===== src/shared/status_spi_pkg.sv =====
// package: constants for the status word serial read-out
// assumes 50 MHz ref_clk; serial pins are asynchronous to it
package status_spi_pkg;
    localparam int CLK_MHZ = 50;
    localparam int WORD_BITS = 16;
    localparam logic [4:0] FRAME_CLOCKS = 5'h10;
    // status word bit positions
    localparam int BIT_WAKE = 0;
    localparam int BIT_MODE = 1;
    localparam int BIT_GUARD = 2;
    localparam int BIT_ACTIVITY = 3;
    localparam int BIT_POWER_ON = 4;
    localparam int BIT_BUS_ERR = 5;
    localparam int BIT_TEMP_HIGH = 6;
    localparam int BIT_TX_TIMEOUT = 7;
    localparam int BIT_VCC_UV = 8;
    localparam int BIT_VIO_UV = 9;
    localparam int BIT_PORT_ERR = 10;
    localparam int BIT_TEMP_WARN = 11;
    localparam int BIT_ERROR = 12;
    localparam int BIT_RSV_HIGH = 13;
    localparam int BIT_RSV_LOW = 14;
    localparam int BIT_PARITY = 15;
    // latched flags reset inactive (high) at power-on: only power-on flag set (low)
    localparam logic [15:0] LATCH_RESET = 16'hffef;
    // read-out timeout in microseconds and its cycle count
    // must outlast 16 clocks at the slowest serial rate
    localparam int SELECT_LOW_TIMEOUT_US = 2000;
    localparam int SELECT_LOW_TIMEOUT_CYC = SELECT_LOW_TIMEOUT_US * CLK_MHZ;
    localparam int TIMER_W = 17;
endpackage


===== src/verilog/pin_sync.sv =====
// two-flop synchroniser for asynchronous pins, with edge pulses
// assumes one clock domain ref_clk
`timescale 1ns/1ps
module pin_sync #(
    parameter logic RESET_LEVEL = 1'b1
) (
    input wire logic ref_clk,
    input wire logic resetn,
    input wire logic pin,
    output logic level,
    output logic rise,
    output logic fall
);
    logic meta_r;
    logic sync_r;
    logic last_r;

    always_ff @(posedge ref_clk or negedge resetn) begin
        if (!resetn) begin
            meta_r <= RESET_LEVEL;
            sync_r <= RESET_LEVEL;
            last_r <= RESET_LEVEL;
        end else begin
            meta_r <= pin;
            sync_r <= meta_r;
            last_r <= sync_r;
        end
    end

    assign level = sync_r;
    assign rise = sync_r & ~last_r;
    assign fall = ~sync_r & last_r;
endmodule


===== src/verilog/status_register_spi_readout.sv =====
// top: read-only serial port shifting the 16-bit status word
// assumes host drives select_n_input and serial clock; flag events are
// level inputs from surrounding logic in the ref_clk domain
`timescale 1ns/1ps
module status_register_spi_readout
    import status_spi_pkg::*;
#(
    parameter int TIMEOUT_CYC = SELECT_LOW_TIMEOUT_CYC
) (
    input wire logic ref_clk,
    input wire logic resetn,
    input wire logic select_n_input,
    input wire logic serial_clock,
    output logic serial_data_out,
    output logic serial_data_oe_n,
    input wire logic host_standby_command_n,
    input wire logic normal_mode,
    input wire logic mode_change,
    input wire logic bus_active,
    input wire logic wake_event,
    input wire logic guard_err,
    input wire logic bus_err,
    input wire logic temp_high,
    input wire logic tx_timeout,
    input wire logic vcc_uv,
    input wire logic vio_uv,
    input wire logic temp_warn,
    output logic error_indication_n,
    output logic [15:0] status_word
);
    logic sel_n;
    logic sel_rise;
    logic sel_fall;
    logic sclk;
    logic sclk_rise;
    logic sclk_fall;

    pin_sync #(.RESET_LEVEL(1'b1)) u_sel (
        .ref_clk(ref_clk), .resetn(resetn), .pin(select_n_input),
        .level(sel_n), .rise(sel_rise), .fall(sel_fall)
    );
    // 50 MHz sampling leaves several cycles per half period at 4 MHz
    pin_sync #(.RESET_LEVEL(1'b0)) u_sclk (
        .ref_clk(ref_clk), .resetn(resetn), .pin(serial_clock),
        .level(sclk), .rise(sclk_rise), .fall(sclk_fall)
    );

    // latched active-low flags (bits 0,2,4..12 used)
    logic [15:0] latch_r;
    logic [15:0] shift_r;
    logic [4:0] count_r;
    logic [TIMER_W-1:0] timer_r;
    logic active_r;
    logic bad_r;
    logic timed_out_r;

    // live conditions, active low
    logic [15:0] cond_n;
    always_comb begin
        cond_n = 16'hffff;
        cond_n[BIT_WAKE] = ~wake_event;
        cond_n[BIT_GUARD] = ~guard_err;
        cond_n[BIT_BUS_ERR] = ~bus_err;
        cond_n[BIT_TEMP_HIGH] = ~temp_high;
        cond_n[BIT_TX_TIMEOUT] = ~tx_timeout;
        cond_n[BIT_VCC_UV] = ~vcc_uv;
        cond_n[BIT_VIO_UV] = ~vio_uv;
        cond_n[BIT_TEMP_WARN] = ~temp_warn;
    end

    // assemble status word
    logic [15:0] word;
    always_comb begin
        word = latch_r;
        word[BIT_MODE] = normal_mode;
        word[BIT_ACTIVITY] = ~bus_active;
        word[BIT_ERROR] = &{latch_r[BIT_GUARD], latch_r[BIT_BUS_ERR], latch_r[BIT_TEMP_HIGH],
            latch_r[BIT_TX_TIMEOUT], latch_r[BIT_VCC_UV], latch_r[BIT_VIO_UV],
            latch_r[BIT_PORT_ERR], latch_r[BIT_ERROR]};
        word[BIT_RSV_HIGH] = 1'b1;
        word[BIT_RSV_LOW] = 1'b0;
        word[BIT_PARITY] = ~(^word[14:0]);
    end

    logic frame_end;
    logic good_end;
    logic bad_end;
    assign frame_end = active_r & (sel_rise | timed_out_r);
    assign good_end = active_r & sel_rise & ~bad_r & ~timed_out_r & (count_r == FRAME_CLOCKS);
    assign bad_end = frame_end & ~good_end;

    // frame control; select ignored under logic undervoltage
    always_ff @(posedge ref_clk or negedge resetn) begin
        if (!resetn) begin
            active_r <= 1'b0;
            bad_r <= 1'b0;
        end else if (sel_fall && !vio_uv) begin
            active_r <= 1'b1;
            bad_r <= sclk;
        end else if (frame_end || sel_n || vio_uv) begin
            active_r <= 1'b0;
        end
    end

    // read-out timer from select fall
    always_ff @(posedge ref_clk or negedge resetn) begin
        if (!resetn) begin
            timer_r <= '0;
            timed_out_r <= 1'b0;
        end else if (sel_fall) begin
            timer_r <= '0;
            timed_out_r <= 1'b0;
        end else if (active_r && !timed_out_r) begin
            if (timer_r == TIMER_W'(TIMEOUT_CYC - 1)) begin
                timed_out_r <= 1'b1;
            end
            timer_r <= timer_r + 1'b1;
        end
    end

    // shifter: load on select fall, advance on serial clock rise
    always_ff @(posedge ref_clk or negedge resetn) begin
        if (!resetn) begin
            shift_r <= '0;
            count_r <= '0;
        end else if (sel_fall) begin
            shift_r <= word;
            count_r <= '0;
        end else if (active_r && sclk_rise) begin
            if (count_r != 5'h1f) begin
                count_r <= count_r + 1'b1;
            end
            // first rise only opens the word: bit 15 must stand before any shift
            if (count_r != 5'h0) begin
                shift_r <= {shift_r[14:0], 1'b0};
            end
        end
    end

    // output pin: low before first clock, then msb; float otherwise
    always_ff @(posedge ref_clk or negedge resetn) begin
        if (!resetn) begin
            serial_data_out <= 1'b0;
            serial_data_oe_n <= 1'b1;
        end else if (active_r && !timed_out_r && !sel_n) begin
            serial_data_oe_n <= 1'b0;
            serial_data_out <= (count_r == 5'h0) ? 1'b0 : shift_r[15];
        end else begin
            serial_data_oe_n <= 1'b1;
            serial_data_out <= 1'b0;
        end
    end

    // latched flags: set wins over clear
    logic clear_ok;
    assign clear_ok = good_end | mode_change;
    always_ff @(posedge ref_clk or negedge resetn) begin
        if (!resetn) begin
            latch_r <= LATCH_RESET;
        end else begin
            for (int i = 0; i < WORD_BITS; i++) begin
                if (!cond_n[i]) begin
                    latch_r[i] <= 1'b0;
                end else if (clear_ok) begin
                    latch_r[i] <= 1'b1;
                end
            end
            if (vio_uv) begin
                latch_r[BIT_ERROR] <= 1'b0;
            end else if (clear_ok) begin
                latch_r[BIT_ERROR] <= 1'b1;
            end
            if (bad_end) begin
                latch_r[BIT_PORT_ERR] <= 1'b0;
                latch_r[BIT_ERROR] <= 1'b0;
            end else if (clear_ok) begin
                latch_r[BIT_PORT_ERR] <= 1'b1;
            end
        end
    end

    // error pin refreshes on correct read or mode change; visible word every cycle
    always_ff @(posedge ref_clk or negedge resetn) begin
        if (!resetn) begin
            error_indication_n <= 1'b1;
            status_word <= LATCH_RESET;
        end else begin
            status_word <= word;
            if (good_end || mode_change) begin
                error_indication_n <= ~(~word[BIT_ERROR] & host_standby_command_n);
            end
        end
    end

    a_float_idle: assert property (@(posedge ref_clk) disable iff (!resetn)
        sel_n |=> serial_data_oe_n) else $error("output driven while deselected");
    a_drive_low: assert property (@(posedge ref_clk) disable iff (!resetn)
        (sel_fall && !vio_uv) ##1 (!sel_n && count_r == 5'h0) |=> (!serial_data_oe_n && !serial_data_out))
        else $error("output not low at frame start");
    a_timeout_rel: assert property (@(posedge ref_clk) disable iff (!resetn)
        $rose(timed_out_r) |=> serial_data_oe_n) else $error("output not released on timeout");
    a_bad_flags: assert property (@(posedge ref_clk) disable iff (!resetn)
        bad_end |=> (!latch_r[BIT_PORT_ERR] && !latch_r[BIT_ERROR])) else $error("error flags not set");
    a_edge_error: assert property (@(posedge ref_clk) disable iff (!resetn)
        (sel_fall && sclk && !vio_uv) |=> bad_r) else $error("clock high at select fall missed");
    a_parity: assert property (@(posedge ref_clk) disable iff (!resetn)
        status_word[BIT_PARITY] == ~(^status_word[14:0])) else $error("parity wrong");
    a_sum_error: assert property (@(posedge ref_clk) disable iff (!resetn)
        !latch_r[BIT_BUS_ERR] |-> !word[BIT_ERROR]) else $error("summary error missing");
    a_uv_block: assert property (@(posedge ref_clk) disable iff (!resetn)
        vio_uv ##1 vio_uv |-> !active_r) else $error("access under undervoltage");
    a_latch_hold: assert property (@(posedge ref_clk) disable iff (!resetn)
        (!latch_r[BIT_WAKE] && !clear_ok) |=> !latch_r[BIT_WAKE]) else $error("wake flag lost");

    c_good_read: cover property (@(posedge ref_clk) disable iff (!resetn) good_end);
    c_bad_read: cover property (@(posedge ref_clk) disable iff (!resetn) bad_end);
    c_timeout: cover property (@(posedge ref_clk) disable iff (!resetn) $rose(timed_out_r));
endmodule

===== config.mk =====
export PLATFORM = sky130hd
export DESIGN_NAME = status_register_spi_readout
export DESIGN_NICKNAME = d
export VERILOG_FILES = /design/src/shared/status_spi_pkg.sv /design/src/verilog/pin_sync.sv /design/src/verilog/status_register_spi_readout.sv
export SDC_FILE = /design/constraint.sdc
export NUM_CORES = 1
export LEC_CHECK = 0
export ABC_CLOCK_PERIOD_IN_PS = 3800
export BUFFER_PORTS_ARGS = -buffer_cell sky130_fd_sc_hd__clkbuf_2
export CAP_MARGIN = 10
export CORE_MARGIN = 3
export CORE_UTILIZATION = 60
export DETAILED_ROUTE_END_ITERATION = 8
export HOLD_SLACK_MARGIN = 0.06
export PLACE_DENSITY = 0.84
export SYNTH_ARGS = -nofsm -noshare
export SYNTH_HDL_FRONTEND = slang
export SYNTH_SLANG_ARGS = --single-unit

===== constraint.sdc =====
create_clock -name ref_clk -period 3.8 [get_ports ref_clk]
set_input_delay 0.38 -clock ref_clk [delete_from_list [all_inputs] [get_ports ref_clk]]
set_output_delay 0.38 -clock ref_clk [all_outputs]
set_load 0.02 [all_outputs]

Yosys cells after proc, flatten, opt, wreduce, memory -nomap -nowiden

Index checks and enable logic that the tools add are counted.

ROM bits: 0
Output and inout port bits: 19
Latch bits: 0
Register bits: 76
Memory bits (writable): 0
Bits of input ports: 16
Memories: 0
Word-level logic and storage cells: 114

Equal/unequal tests: 3
Reductions and logical operators: 33
Multiplexer cells: 27
Div/mod/pow operators: 0
$add $sub $neg: 2
$lt $le $gt $ge: 0
$mul: 0
Shift operators: 0
Bitwise gates (word level): 22

Operators with widths:

| operator                                                        | count |
|---|---|
| 16-bit 2-to-1 mux                                               | 3 |
| 17-bit 2-to-1 mux                                               | 2 |
| 2-bit nonzero test                                              | 15 |
| 1-bit 2-to-1 mux                                                | 19 |
| 17-bit by 1-bit adder with 17-bit output, second input constant | 1 |
| 17-bit == test, second input constant                           | 1 |
| 5-bit 2-to-1 mux                                                | 3 |
| 15-bit XOR reduction                                            | 1 |
| 1-bit AND                                                       | 10 |
| 1-bit NOT                                                       | 10 |
| 8-bit AND reduction                                             | 1 |
| 2-bit AND reduction                                             | 3 |
| 5-bit by 1-bit adder with 5-bit output, second input constant   | 1 |
| 5-bit == test, second input constant                            | 1 |
| 5-bit logical NOT                                               | 1 |
| 5-bit != test, second input constant                            | 1 |
| 5-bit nonzero test                                              | 1 |
| 1-bit logical AND                                               | 4 |
| 1-bit logical NOT                                               | 3 |
| 1-bit logical OR                                                | 3 |
| 3-bit nonzero test                                              | 1 |
| 1-bit OR                                                        | 2 |

Logic depth before layout (Yosys ltp)

Gate-level depths: netlist (run 1).

Word-level depth: 10
Mapped depth: 8
Depth with buffers taken out: 7

Cells and area by module

From an unflattened synthesis (run 1), not the netlist that was laid out.

Cells, all modules: 282
Area total of the unflattened synthesis: 3304.4 sq um

Modules (own cells, without submodules):

| module                      | cells an instance | sequential area each (sq um) | times used | area an instance (sq um) |
|---|---|---|---|---|
| status_register_spi_readout | 272               | 1784.2                       | 1          | 3120.5 |
| pin_sync (u_sel)            | 5                 | 78.8                         | 1          | 93.8 |
| pin_sync (u_sclk)           | 5                 | 75.1                         | 1          | 90.1 |

Worst setup path before layout (run 1)

Ideal clock, no wire load.

Path kind: register -> register
From: register count_r[0]
To: register count_r[3]
Slack: 1.934 ns
Arrival time: 1.734 ns
Setup time: 0.132 ns
Cell stages (with the launch flop): 9
Path through: dfrtp_1 ha_1 and3_1 ha_1 nor4bb_1 clkbuf_1 nand4_1 xor2_1 nor2_1

Longest elaborated chain between the ends: 4
Elaborated cells between the ends (all ways): 7
Those cells by class: 1 x add/sub; 1 x eq/ne; 3 x mux; 2 x reduce/logical

Ends and longest elaborated chain:

| item                                   | line                               | source |
|---|---|---|
| start, declared                        | status_register_spi_readout.sv:51  | `logic [4:0] count_r;` |
| start signal, assigned                 | status_register_spi_readout.sv:131 | `count_r <= count_r + 1'b1;` |
| 5-bit by 1-bit adder with 5-bit output | status_register_spi_readout.sv:131 |  |
| 5-bit 2-to-1 mux                       | status_register_spi_readout.sv:130 | `if (count_r != 5'h1f) begin` |
| 5-bit 2-to-1 mux                       | status_register_spi_readout.sv:129 | `end else if (active_r && sclk_rise) begin` |
| 5-bit 2-to-1 mux                       | status_register_spi_readout.sv:126 | `end else if (sel_fall) begin` |

Parallel ways exist; a longest one is shown, timed or not. The select of a mux whose other input is x is not followed.
A chain may end at the register's enable or synchronous reset.

Worst setup path after layout (run 1)

Same ends and word-level chain as after synthesis.

==> flow_metrics.env, run 1 <==
export IMPL_syn_to_final_growth_pct=13.20
export IMPL_use_met3=0.04966
export IMPL_port_buffers=33
export IMPL_io_pins=35
export IMPL_grt_max_degree=77
export IMPL_synth_area_per_cell_um2=11.74
export IMPL_fmax_mhz=404.5
export IMPL_pwr_density_cell_nw_per_um2=484.1
export IMPL_routed_via_density=5.381
export IMPL_cts_setup_buffers=0
export IMPL_die_area_um2=6319
export IMPL_wl_per_cell_um=14.99
export IMPL_r2r_start="count_r[0]$_DFFE_PN0P_"
export IMPL_ctsResizeCount=0
export IMPL_hp_class="input port to flip-flop"
export IMPL_ys_seq_area_frac=0.5981
export IMPL_finalCritPeriodShare=0.6506
export IMPL_fin_setup_tns_ns=0
export IMPL_numCtsBuffers=9
export IMPL_met2_usage=0.3331
export IMPL_h_tree_depth=3
export IMPL_grt_busiest_layer="met2"
export IMPL_synth_top_flop_cell="dfrtp_1"
export IMPL_cp_end_kind="flip-flop"
export IMPL_rsz0062_at_grt="no"
export IMPL_dr_pass1_iters=4
export IMPL_clk_latency_ns=0.35
export IMPL_status="complete, no violations"
export IMPL_gp_congestion=0.7847
export IMPL_r2r_end="count_r[3]$_DFFE_PN0P_"
export IMPL_layout_nets=333
export IMPL_required_ns=4.00
export IMPL_async_flop_share=1.000
export IMPL_tightest_slew_ns=1.031
export IMPL_antenna_found_initial=0
export IMPL_synth_edff_count=0
export IMPL_antennaDiodeCount=0
export IMPL_grt_pass1_wl_um=10180
export IMPL_drt_total_wl_um=5788
export IMPL_r2r_cells=7
export IMPL_num_vias=2077
export IMPL_first_iter_violations=163
export IMPL_hold_viol=0
export IMPL_ys_warn_count=0
export IMPL_drive_gt1_frac=0.2690
export IMPL_drc=0
export IMPL_startpoint="count_r[0]$_DFFE_PN0P_"
export IMPL_num_rows=26
export IMPL_setup_ws_ns=1.328
export IMPL_worstPathMaxFanout=6
export IMPL_cts_hold_buf=0
export IMPL_clock_skew_ns=0.007155
export IMPL_dp_hpwl_um=3912
export IMPL_ctsRootBufferMaster="clkbuf_8"
export IMPL_drv_slew=0
export IMPL_rrSetupSlack_ns=1.33
export IMPL_clk_pin_slew_ns=0.08
export IMPL_final_antenna_net_count=0
export IMPL_pre_cts_ws_ns=1.310
export IMPL_whs_ns=0.1075
export IMPL_worstSetupEndpoint="count_r[3]$_DFFE_PN0P_"
export IMPL_die_w_um=79.49
export IMPL_grt_overflow_total=0
export IMPL_start_util=0.6265
export IMPL_use_met1=0.2867
export IMPL_synth_nets=298
export IMPL_netlist_area_um2=3241
export IMPL_crit_type="flip-flop to flip-flop"
export IMPL_clockBufferDepth=2
export IMPL_finalSetupViolations=0
export IMPL_peakVddDrop_uv=298.3
export IMPL_synth_cell_types=40
export IMPL_cp_arrival_ns=2.67
export IMPL_period_minus_slack_ns=2.472
export IMPL_maxCapViolations=0
export IMPL_grt_pass1_vias=2111
export IMPL_synth_seq_cells=76
export IMPL_dieHeight_um=79.49
export IMPL_core_area_um2=5172
export IMPL_crit_path_start_kind="flip-flop"
export IMPL_relSlewSlack=0.3035
export IMPL_grt_total_usage=0.2143
export IMPL_syn_inst=276
export IMPL_clkSinkCount=76
export IMPL_p_leak_nw=1.647
export IMPL_cts_tree="done"
-- stage by stage --
stage | util | instance area, um^2 | total power, W | cells
2_1_floorplan | - | 3241 | 0.001047 | 276
3_3_place_gp | 0.6672 | 3451 | 0.001108 | 370
3_5_place_dp | 0.6672 | 3451 | 0.001119 | 370
4_1_cts | 0.7092 | 3669 | 0.001789 | 386
5_1_grt | 0.7092 | 3669 | 0.001857 | 386
6_report | 0.7092 | 3669 | 0.001776 | 386
-- worst min-delay path by stage --
stage                     cells past startpoint               startpoint                      to  slack, ns
after global placement                        0  u_sclk.meta_r$_DFF_PN0_  u_sclk.level$_DFF_PN0_       0.34
after detailed placement                      0  u_sclk.meta_r$_DFF_PN0_  u_sclk.level$_DFF_PN0_       0.34
after CTS                                     1           select_n_input  u_sel.meta_r$_DFF_PN1_       0.09
after floorplan                               0                   resetn    active_r$_DFFE_PN0P_       0.08
after global routing                          1           select_n_input  u_sel.meta_r$_DFF_PN1_       0.09
final                                         1           select_n_input  u_sel.meta_r$_DFF_PN1_       0.11
-- sequential cells by signal, indices dropped and copies added (netlist names) --
signal,cells
u_sel.level,1
u_sel.last_r,1
error_indication_n,1
timed_out_r,1
status_word,15
serial_data_oe_n,1
active_r,1
u_sel.meta_r,1
u_sclk.last_r,1
timer_r,17
serial_data_out,1
count_r,5
u_sclk.level,1
latch_r,11
shift_r,16
u_sclk.meta_r,1
bad_r,1
-- kinds of logic after synthesis --
family | count (synthesis) | synth area share
xor gates and xnor gates | 21 | 0.06525
other | 2 | 0.002317
and+or+nand+nor | 85 | 0.1448
DFF | 76 | 0.5981
adders and majority gates | 6 | 0.02317
AOI/OAI and AO/OA | 41 | 0.06834
buffers and inverters | 25 | 0.03552
muxes | 20 | 0.06255
-- cell usage after synthesis (6+ instances only) --
cell | count | area, um^2
dfstp_2 | 29 | 762.0
xnor2_1 | 6 | 52.55
mux2i_1 | 18 | 180.2
nand2_1 | 24 | 90.09
clkbuf_1 | 6 | 22.52
nand4_1 | 8 | 50.05
dfrtp_1 | 47 | 1176
ha_1 | 6 | 75.07
o21ai_0 | 13 | 65.06
inv_1 | 14 | 52.55
o21ai_1 | 6 | 30.03
xor2_1 | 13 | 113.9
nor2_1 | 23 | 86.33
a21oi_1 | 16 | 80.08
-- critical path, cell delays in order (launching register included) --
cell      delay, ns
dfrtp_1        0.42
ha_1           0.22
and3_1         0.19
ha_1           0.18
nor4bb_1       0.88
nand4_1        0.20
xor2_1         0.18
nor2_1         0.05
-- final cells by class --
| cell class | count | area [um^2] |
|---|---|---|
| Sequential cell | 76 | 1938 |
| Inverter | 14 | 52.55 |
| Timing Repair Buffer | 35 | 182.7 |
| Tap cell | 70 | 87.58 |
| Clock inverter | 4 | 72.57 |
| Fill cell | 371 | 1504 |
| Multi-Input combinational cell | 175 | 1190 |
| Clock buffer | 12 | 145.1 |
-- layout by cell type (no fill, tap or decap), types with 2 or more instances in the layout --
cell / instances
or3_1: 4
inv_1: 14
nor3b_1: 2
clkbuf_1: 2
conb_1: 2
ha_1: 6
nor4b_1: 2
nor2_1: 23
mux2i_1: 18
o21ai_1: 6
bufinv_16: 2
nand3_1: 2
xnor3_1: 2
clkbuf_2: 32
mux2_2: 2
and3_1: 4
dfstp_2: 29
nand2_1: 24
xnor2_1: 6
a41oi_1: 2
o21ai_0: 13
clkbuf_8: 10
a21oi_1: 16
xor2_1: 13
a21boi_0: 2
buf_4: 3
nand2b_1: 3
nand4_1: 8
dfrtp_1: 47
nor2b_1: 3
-- metal layers --
layer,vias up,part of all wire
met5,-,0
met4,0,0.020
met3,11,0.050
met2,50,0.48
met1,1013,0.45
li1,1003,-
-- where the power goes --
group	switching (W)	internal [W]	total (W)
logic	0.000102	0.0000794	0.000181
registers	0.0000384	0.000882	0.000921
clock network	0.000287	0.000387	0.000674
No activity file was read; power rests on OpenSTA's default activity.
==> run 2, diff against run 1 <==
Settings changed: ABC_CLOCK_PERIOD_IN_PS 3800 to 2300, CORE_UTILIZATION 60 to 58, PLACE_DENSITY 0.84 to 0.82.
Clock period 3.8 ns to 2.3 ns, I/O delays scaled along.
==> run 2 against run 1 <==
Against the previous run: clock skew increased by 0.0038 ns; highest routed layer unchanged; hold slack got worse by 0.032 ns; worst setup slack worse by 1.1 ns; via count rose by 4.2%; wire length is 5.7% higher; critical path depth fell by 2; count of clock-buffer cells in the layout is 2 lower; largest power group unchanged; sequential power is 66% higher; maximum frequency up 22%; flip-flop and latch count did not move; core utilization rose by 0.94 points.
==> flow_metrics.env, run 2 (synthesis gave the netlist of run 1 again) <==
export IMPL_peakVddDrop_uv=454.8
export IMPL_mostFrequentLayoutCell="dfrtp_1"
export IMPL_rsz0062_at_grt="no"
export IMPL_syn_to_final_growth_pct=16.87
export IMPL_grt_busiest_layer="met2"
export IMPL_start_util=0.6149
export IMPL_top_regs="timer_r (17), shift_r (16), status_word (15)"
export IMPL_r2r_cells=5
export IMPL_fin_setup_tns_ns=0
export IMPL_drt_total_wl_um=6118
export IMPL_use_met3=0.04656
export IMPL_fillers=368
export IMPL_cts_hold_buf=12
export IMPL_dr_pass1_iters=4
export IMPL_path_buf_inv=0
export IMPL_die_w_um=80.75
export IMPL_maxCapViolations=0
export IMPL_cts_tree="done"
export IMPL_layout_nets=349
export IMPL_grt_overflow_total=0
export IMPL_period_minus_slack_ns=2.023
export IMPL_p_leak_nw=1.704
export IMPL_status="complete, no violations"
export IMPL_grt_pass1_vias=2197
export IMPL_cp_common_cell="xnor3_1"
export IMPL_r2r_start="latch_r[6]$_DFFE_PN1P_"
export IMPL_numCtsBuffers=9
export IMPL_routed_via_density=5.386
export IMPL_clockBufferDepth=2
export IMPL_grt_max_degree=77
export IMPL_wl_per_cell_um=15.22
export IMPL_antenna_found_initial=0
export IMPL_grt_pass1_wl_um=10440
export IMPL_final_cell_mix="47 x dfrtp_1, 32 x clkbuf_2, 29 x dfstp_2"
export IMPL_clk_pin_slew_ns=0.08
export IMPL_first_iter_violations=177
export IMPL_worstPathMaxFanout=4
export IMPL_rrSetupSlack_ns=0.28
export IMPL_largest_register="timer_r"
export IMPL_ctsRootBufferMaster="clkbuf_8"
export IMPL_crit_path_start_kind="flip-flop"
export IMPL_use_met1=0.2871
export IMPL_cts_setup_buffers=0
export IMPL_final_antenna_net_count=0
export IMPL_place_area_um2=3491
export IMPL_pre_cts_ws_ns=0.2930
export IMPL_dieHeight_um=80.75
export IMPL_num_rows=26
export IMPL_min_from="vio_uv"
export IMPL_cp_slowest_cell="dfstp_2"
export IMPL_num_vias=2165
export IMPL_holdPathEnd="latch_r[9]$_DFFE_PN1P_"
export IMPL_io_pins=35
export IMPL_finalCritPeriodShare=0.8794
export IMPL_required_ns=2.56
export IMPL_met2_usage=0.3435
export IMPL_min_path_cells=2
export IMPL_hold_viol=0
export IMPL_clock_skew_ns=0.01099
export IMPL_port_buffers=33
export IMPL_cp_end_kind="flip-flop"
export IMPL_clkSinkCount=76
export IMPL_largest_reg_flops=17
export IMPL_fmax_mhz=494.4
export IMPL_crit_type="flip-flop to flip-flop"
export IMPL_r2r_end="shift_r[15]$_DFFE_PN0P_"
export IMPL_dp_hpwl_um=3914
export IMPL_hp_class="input port to flip-flop"
export IMPL_clk_latency_ns=0.34
export IMPL_core_area_um2=5270
export IMPL_drive_gt1_frac=0.2741
export IMPL_finalSetupViolations=0
export IMPL_cp_top_family="XOR/XNOR gates"
export IMPL_setup_ws_ns=0.2773
export IMPL_pwr_density_cell_nw_per_um2=728.4
export IMPL_drc=0
export IMPL_die_area_um2=6520
export IMPL_critPathMaxStageDelay_ns=0.57
export IMPL_antennaDiodeCount=0
export IMPL_gp_congestion=0.7755
export IMPL_cp_arrival_ns=2.29
export IMPL_h_tree_depth=3
export IMPL_ctsResizeCount=0
export IMPL_final_cell_area_um2=3787
export IMPL_crit_path_cell_trace="ha_1 -> xor2_1 -> xnor3_1 -> xnor3_1 -> mux2i_1"
export IMPL_grt_total_usage=0.2172
export IMPL_drv_slew=0
==> run 2: how the worst max path moves through the flow <==
| stage | slack [ns] | endpoint | start | cells after the start |
|---|---|---|---|---|
| after floorplan | 0.43 | count_r[3]$_DFFE_PN0P_ | count_r[0]$_DFFE_PN0P_ | 8 |
| after global placement | 0.38 | shift_r[15]$_DFFE_PN0P_ | latch_r[6]$_DFFE_PN1P_ | 5 |
| after detailed placement | 0.29 | shift_r[15]$_DFFE_PN0P_ | latch_r[6]$_DFFE_PN1P_ | 5 |
| after CTS | 0.26 | shift_r[15]$_DFFE_PN0P_ | latch_r[6]$_DFFE_PN1P_ | 5 |
| after global routing | 0.22 | shift_r[15]$_DFFE_PN0P_ | latch_r[7]$_DFFE_PN1P_ | 5 |
| final | 0.28 | shift_r[15]$_DFFE_PN0P_ | latch_r[6]$_DFFE_PN1P_ | 5 |
==> run 2: final cells by class <==
cell class / instances / area, um^2 / area share
Multi-Input combinational cell: 175 / 1190 / 0.3142
Tap cell: 70 / 87.58 / 0.02313
Sequential cell: 76 / 1938 / 0.5117
Inverter: 14 / 52.55 / 0.01388
Clock inverter: 6 / 38.79 / 0.01024
Timing Repair Buffer: 51 / 342.8 / 0.09052
Clock buffer: 10 / 137.6 / 0.03634
==> run 2: per-layer routing <==
layer | wire length, um | vias up | part of all wire
met5 | 0 | - | 0
met4 | 113 | 0 | 0.018
met3 | 268 | 10 | 0.044
met2 | 2936 | 45 | 0.48
met1 | 2800 | 1069 | 0.46
li1 | - | 1041 | -
==> run 2: metrics by stage <==
step / instances / hold WS (ns) / util / power (W)
2_1_floorplan: 276 / -0.06559 / - / 0.001730
6_report: 402 / 0.07561 / 0.7187 / 0.002759
5_1_grt: 402 / 0.07899 / 0.7187 / 0.002875
3_3_place_gp: 374 / 0.2868 / 0.6624 / 0.001839
4_1_cts: 402 / 0.07201 / 0.7187 / 0.002781
3_5_place_dp: 374 / 0.2890 / 0.6624 / 0.001854
==> run 2: power breakdown <==
part           switching [W]  internal, W
Sequential         0.0000728      0.00146
Combinational       0.000170     0.000149
Clock               0.000490     0.000419
==> run 3, diff against run 2 <==
Settings changed: ABC_CLOCK_PERIOD_IN_PS 2300 to 1900.
Clock period 2.3 ns to 1.9 ns, I/O delays scaled along.
==> run 3 against run 2 <==
Against the previous run: clock skew fell by 0.0022 ns; via count rose by 3.0%; register-to-register slack got worse by 0.23 ns; clock power rose by 29%; power rose by 24%; count of clock-buffer cells in the layout rose by 1; non-clock buffer count rose by 19; design area rose by 6.3%; critical path type unchanged; largest cell class unchanged.
==> flow_metrics.env, run 3 (synthesis gave the netlist of run 1 again) <==
export IMPL_status="complete, no violations"
export IMPL_final_util=0.7642
export IMPL_required_ns=2.13
export IMPL_finalSetupViolations=0
export IMPL_routed_via_density=5.297
export IMPL_syn_to_final_growth_pct=24.29
export IMPL_grt_pass1_vias=2227
export IMPL_rsz0062_at_grt="yes"
export IMPL_layout_nets=368
export IMPL_crit_path_start_kind="flip-flop"
export IMPL_clk_pin_slew_ns=0.08
export IMPL_startpoint="count_r[1]$_DFFE_PN0P_"
export IMPL_drive_gt1_frac=0.3248
export IMPL_wl_met3_um=321
export IMPL_clock_skew_ns=0.008768
export IMPL_largest_register="timer_r"
export IMPL_port_buffers=33
export IMPL_wl_met1_um=2824
export IMPL_final_cell_mix="46 x dfrtp_1, 32 x clkbuf_2, 29 x dfstp_2"
export IMPL_regArea_um2=1939
export IMPL_fillers=340
export IMPL_crit_type="flip-flop to flip-flop"
export IMPL_grt_max_degree=36
export IMPL_dr_pass1_iters=4
export IMPL_ctsRootBufferMaster="clkbuf_8"
export IMPL_routed_top_layer="met4"
export IMPL_pwr_density_cell_nw_per_um2=852.3
export IMPL_mostFrequentLayoutCell="dfrtp_1"
export IMPL_r2r_start="count_r[1]$_DFFE_PN0P_"
export IMPL_period_minus_slack_ns=1.854
export IMPL_drv_slew=0
export IMPL_finalCritPeriodShare=0.9760
export IMPL_io_pins=35
export IMPL_top_regs="timer_r (17), shift_r (16), status_word (15)"
export IMPL_numCtsBuffers=9
export IMPL_fin_setup_tns_ns=0
export IMPL_hold_viol=0
export IMPL_route_met2_wl_um=3169
export IMPL_largest_reg_flops=17
export IMPL_drc=0
export IMPL_hp_class="input port to flip-flop"
export IMPL_wl_per_cell_um=15.19
export IMPL_antenna_found_initial=0
export IMPL_gp_congestion=0.7926
export IMPL_num_vias=2230
export IMPL_cp_arrival_ns=2.08
export IMPL_dp_hpwl_um=4307
export IMPL_h_tree_depth=3
export IMPL_cts_tree="done"
export IMPL_grt_pass1_wl_um=10920
export IMPL_num_rows=26
export IMPL_clkSinkCount=76
export IMPL_antennaDiodeCount=0
export IMPL_clk_latency_ns=0.34
export IMPL_core_area_um2=5270
export IMPL_first_iter_violations=132
export IMPL_p_leak_nw=1.806
export IMPL_grt_overflow_total=0
export IMPL_fmax_mhz=539.3
export IMPL_die_area_um2=6520
export IMPL_maxCapViolations=0
export IMPL_clockBufferDepth=2
export IMPL_grt_total_usage=0.2235
export IMPL_drt_total_wl_um=6394
export IMPL_dieHeight_um=80.75
export IMPL_tightest_slew_ns=0.5690
export IMPL_relSlewSlack=0.6206
export IMPL_min_from="mode_change"
export IMPL_cp_end_kind="flip-flop"
export IMPL_final_antenna_net_count=0
export IMPL_peakVddDrop_uv=586.5
export IMPL_power_total_w=0.003433
export IMPL_worstPathMaxFanout=5
export IMPL_multi_input_area_um2=1247
export IMPL_start_util=0.6149
export IMPL_die_w_um=80.75
export IMPL_rrSetupSlack_ns=0.05
[run 3: cell types whose count changed in the layout (fill, tap and decap cells not counted), sizes merged]
cell         change
inv              -1
dlygate4sd3      +1
clkinvlp         -1
buf             +18
clkbuf           +1
bufinv           +1
[run 3: per-layer routing]
layer / vias to the layer above / GRT usage
li1: 1074 / -
met1: 1090 / 0.3055
met2: 58 / 0.3543
met3: 8 / 0.05543
met4: 0 / 0.07264
met5: - / 0
[run 3: path summary, 6_finish.rpt]
kind                                           to  cells after the start
setup / recovery           count_r[3]$_DFFE_PN0P_                      8
hold / removal             latch_r[4]$_DFFE_PN0P_                      3
setup reg to reg           count_r[3]$_DFFE_PN0P_                      8
hold reg to reg            u_sclk.level$_DFF_PN0_                      0
max in group asynchronous  latch_r[0]$_DFFE_PN1P_                      3
min in group asynchronous  shift_r[6]$_DFFE_PN0P_                      2
[run 3: cell type report]
class                           instances  share of cell area
Multi-Input combinational cell        175              0.3097
Tap cell                               70             0.02175
Sequential cell                        76              0.4815
Clock buffer                           11             0.03262
Timing Repair Buffer                   70              0.1283
Clock inverter                          5             0.01305
Inverter                               14             0.01305
[run 3: what timing repair did]
item	4_1_cts	5_1_grt
gates resized for setup	7	4
hold buffers	13	0
pin swaps	5	5
endpoints found under the setup margin	22	14
endpoints found under the hold margin	26	0
buffers inserted	5	2
[run 3: report_power, final]
group	internal (W)	leakage (nW)	switching, W
sequential	0.00177	0.912	0.0000709
clock	0.000601	0.0931	0.000567
combinational	0.000205	0.801	0.000223
[run 3: critical path: stages (launching register included)]
cell      delay (ns)
dfrtp_1         0.44
ha_4            0.18
and3_4          0.18
ha_4            0.16
nor4bb_4        0.29
buf_4           0.18
nand4_1         0.09
xor2_1          0.17
nor2_1          0.06
[run 3: per-stage QoR]
stage,setup slack (ns),cell area [um^2],hold WS [ns],instances
after floorplan,0.03406,3241,-0.1056,276
after detailed placement,-0.1764,3601,0.2277,387
final,0.04565,4028,0.09836,421
after CTS,0.01025,4003,0.1214,420
after global placement,-0.07946,3601,0.2119,387
after global routing,-0.06101,4028,0.09638,421
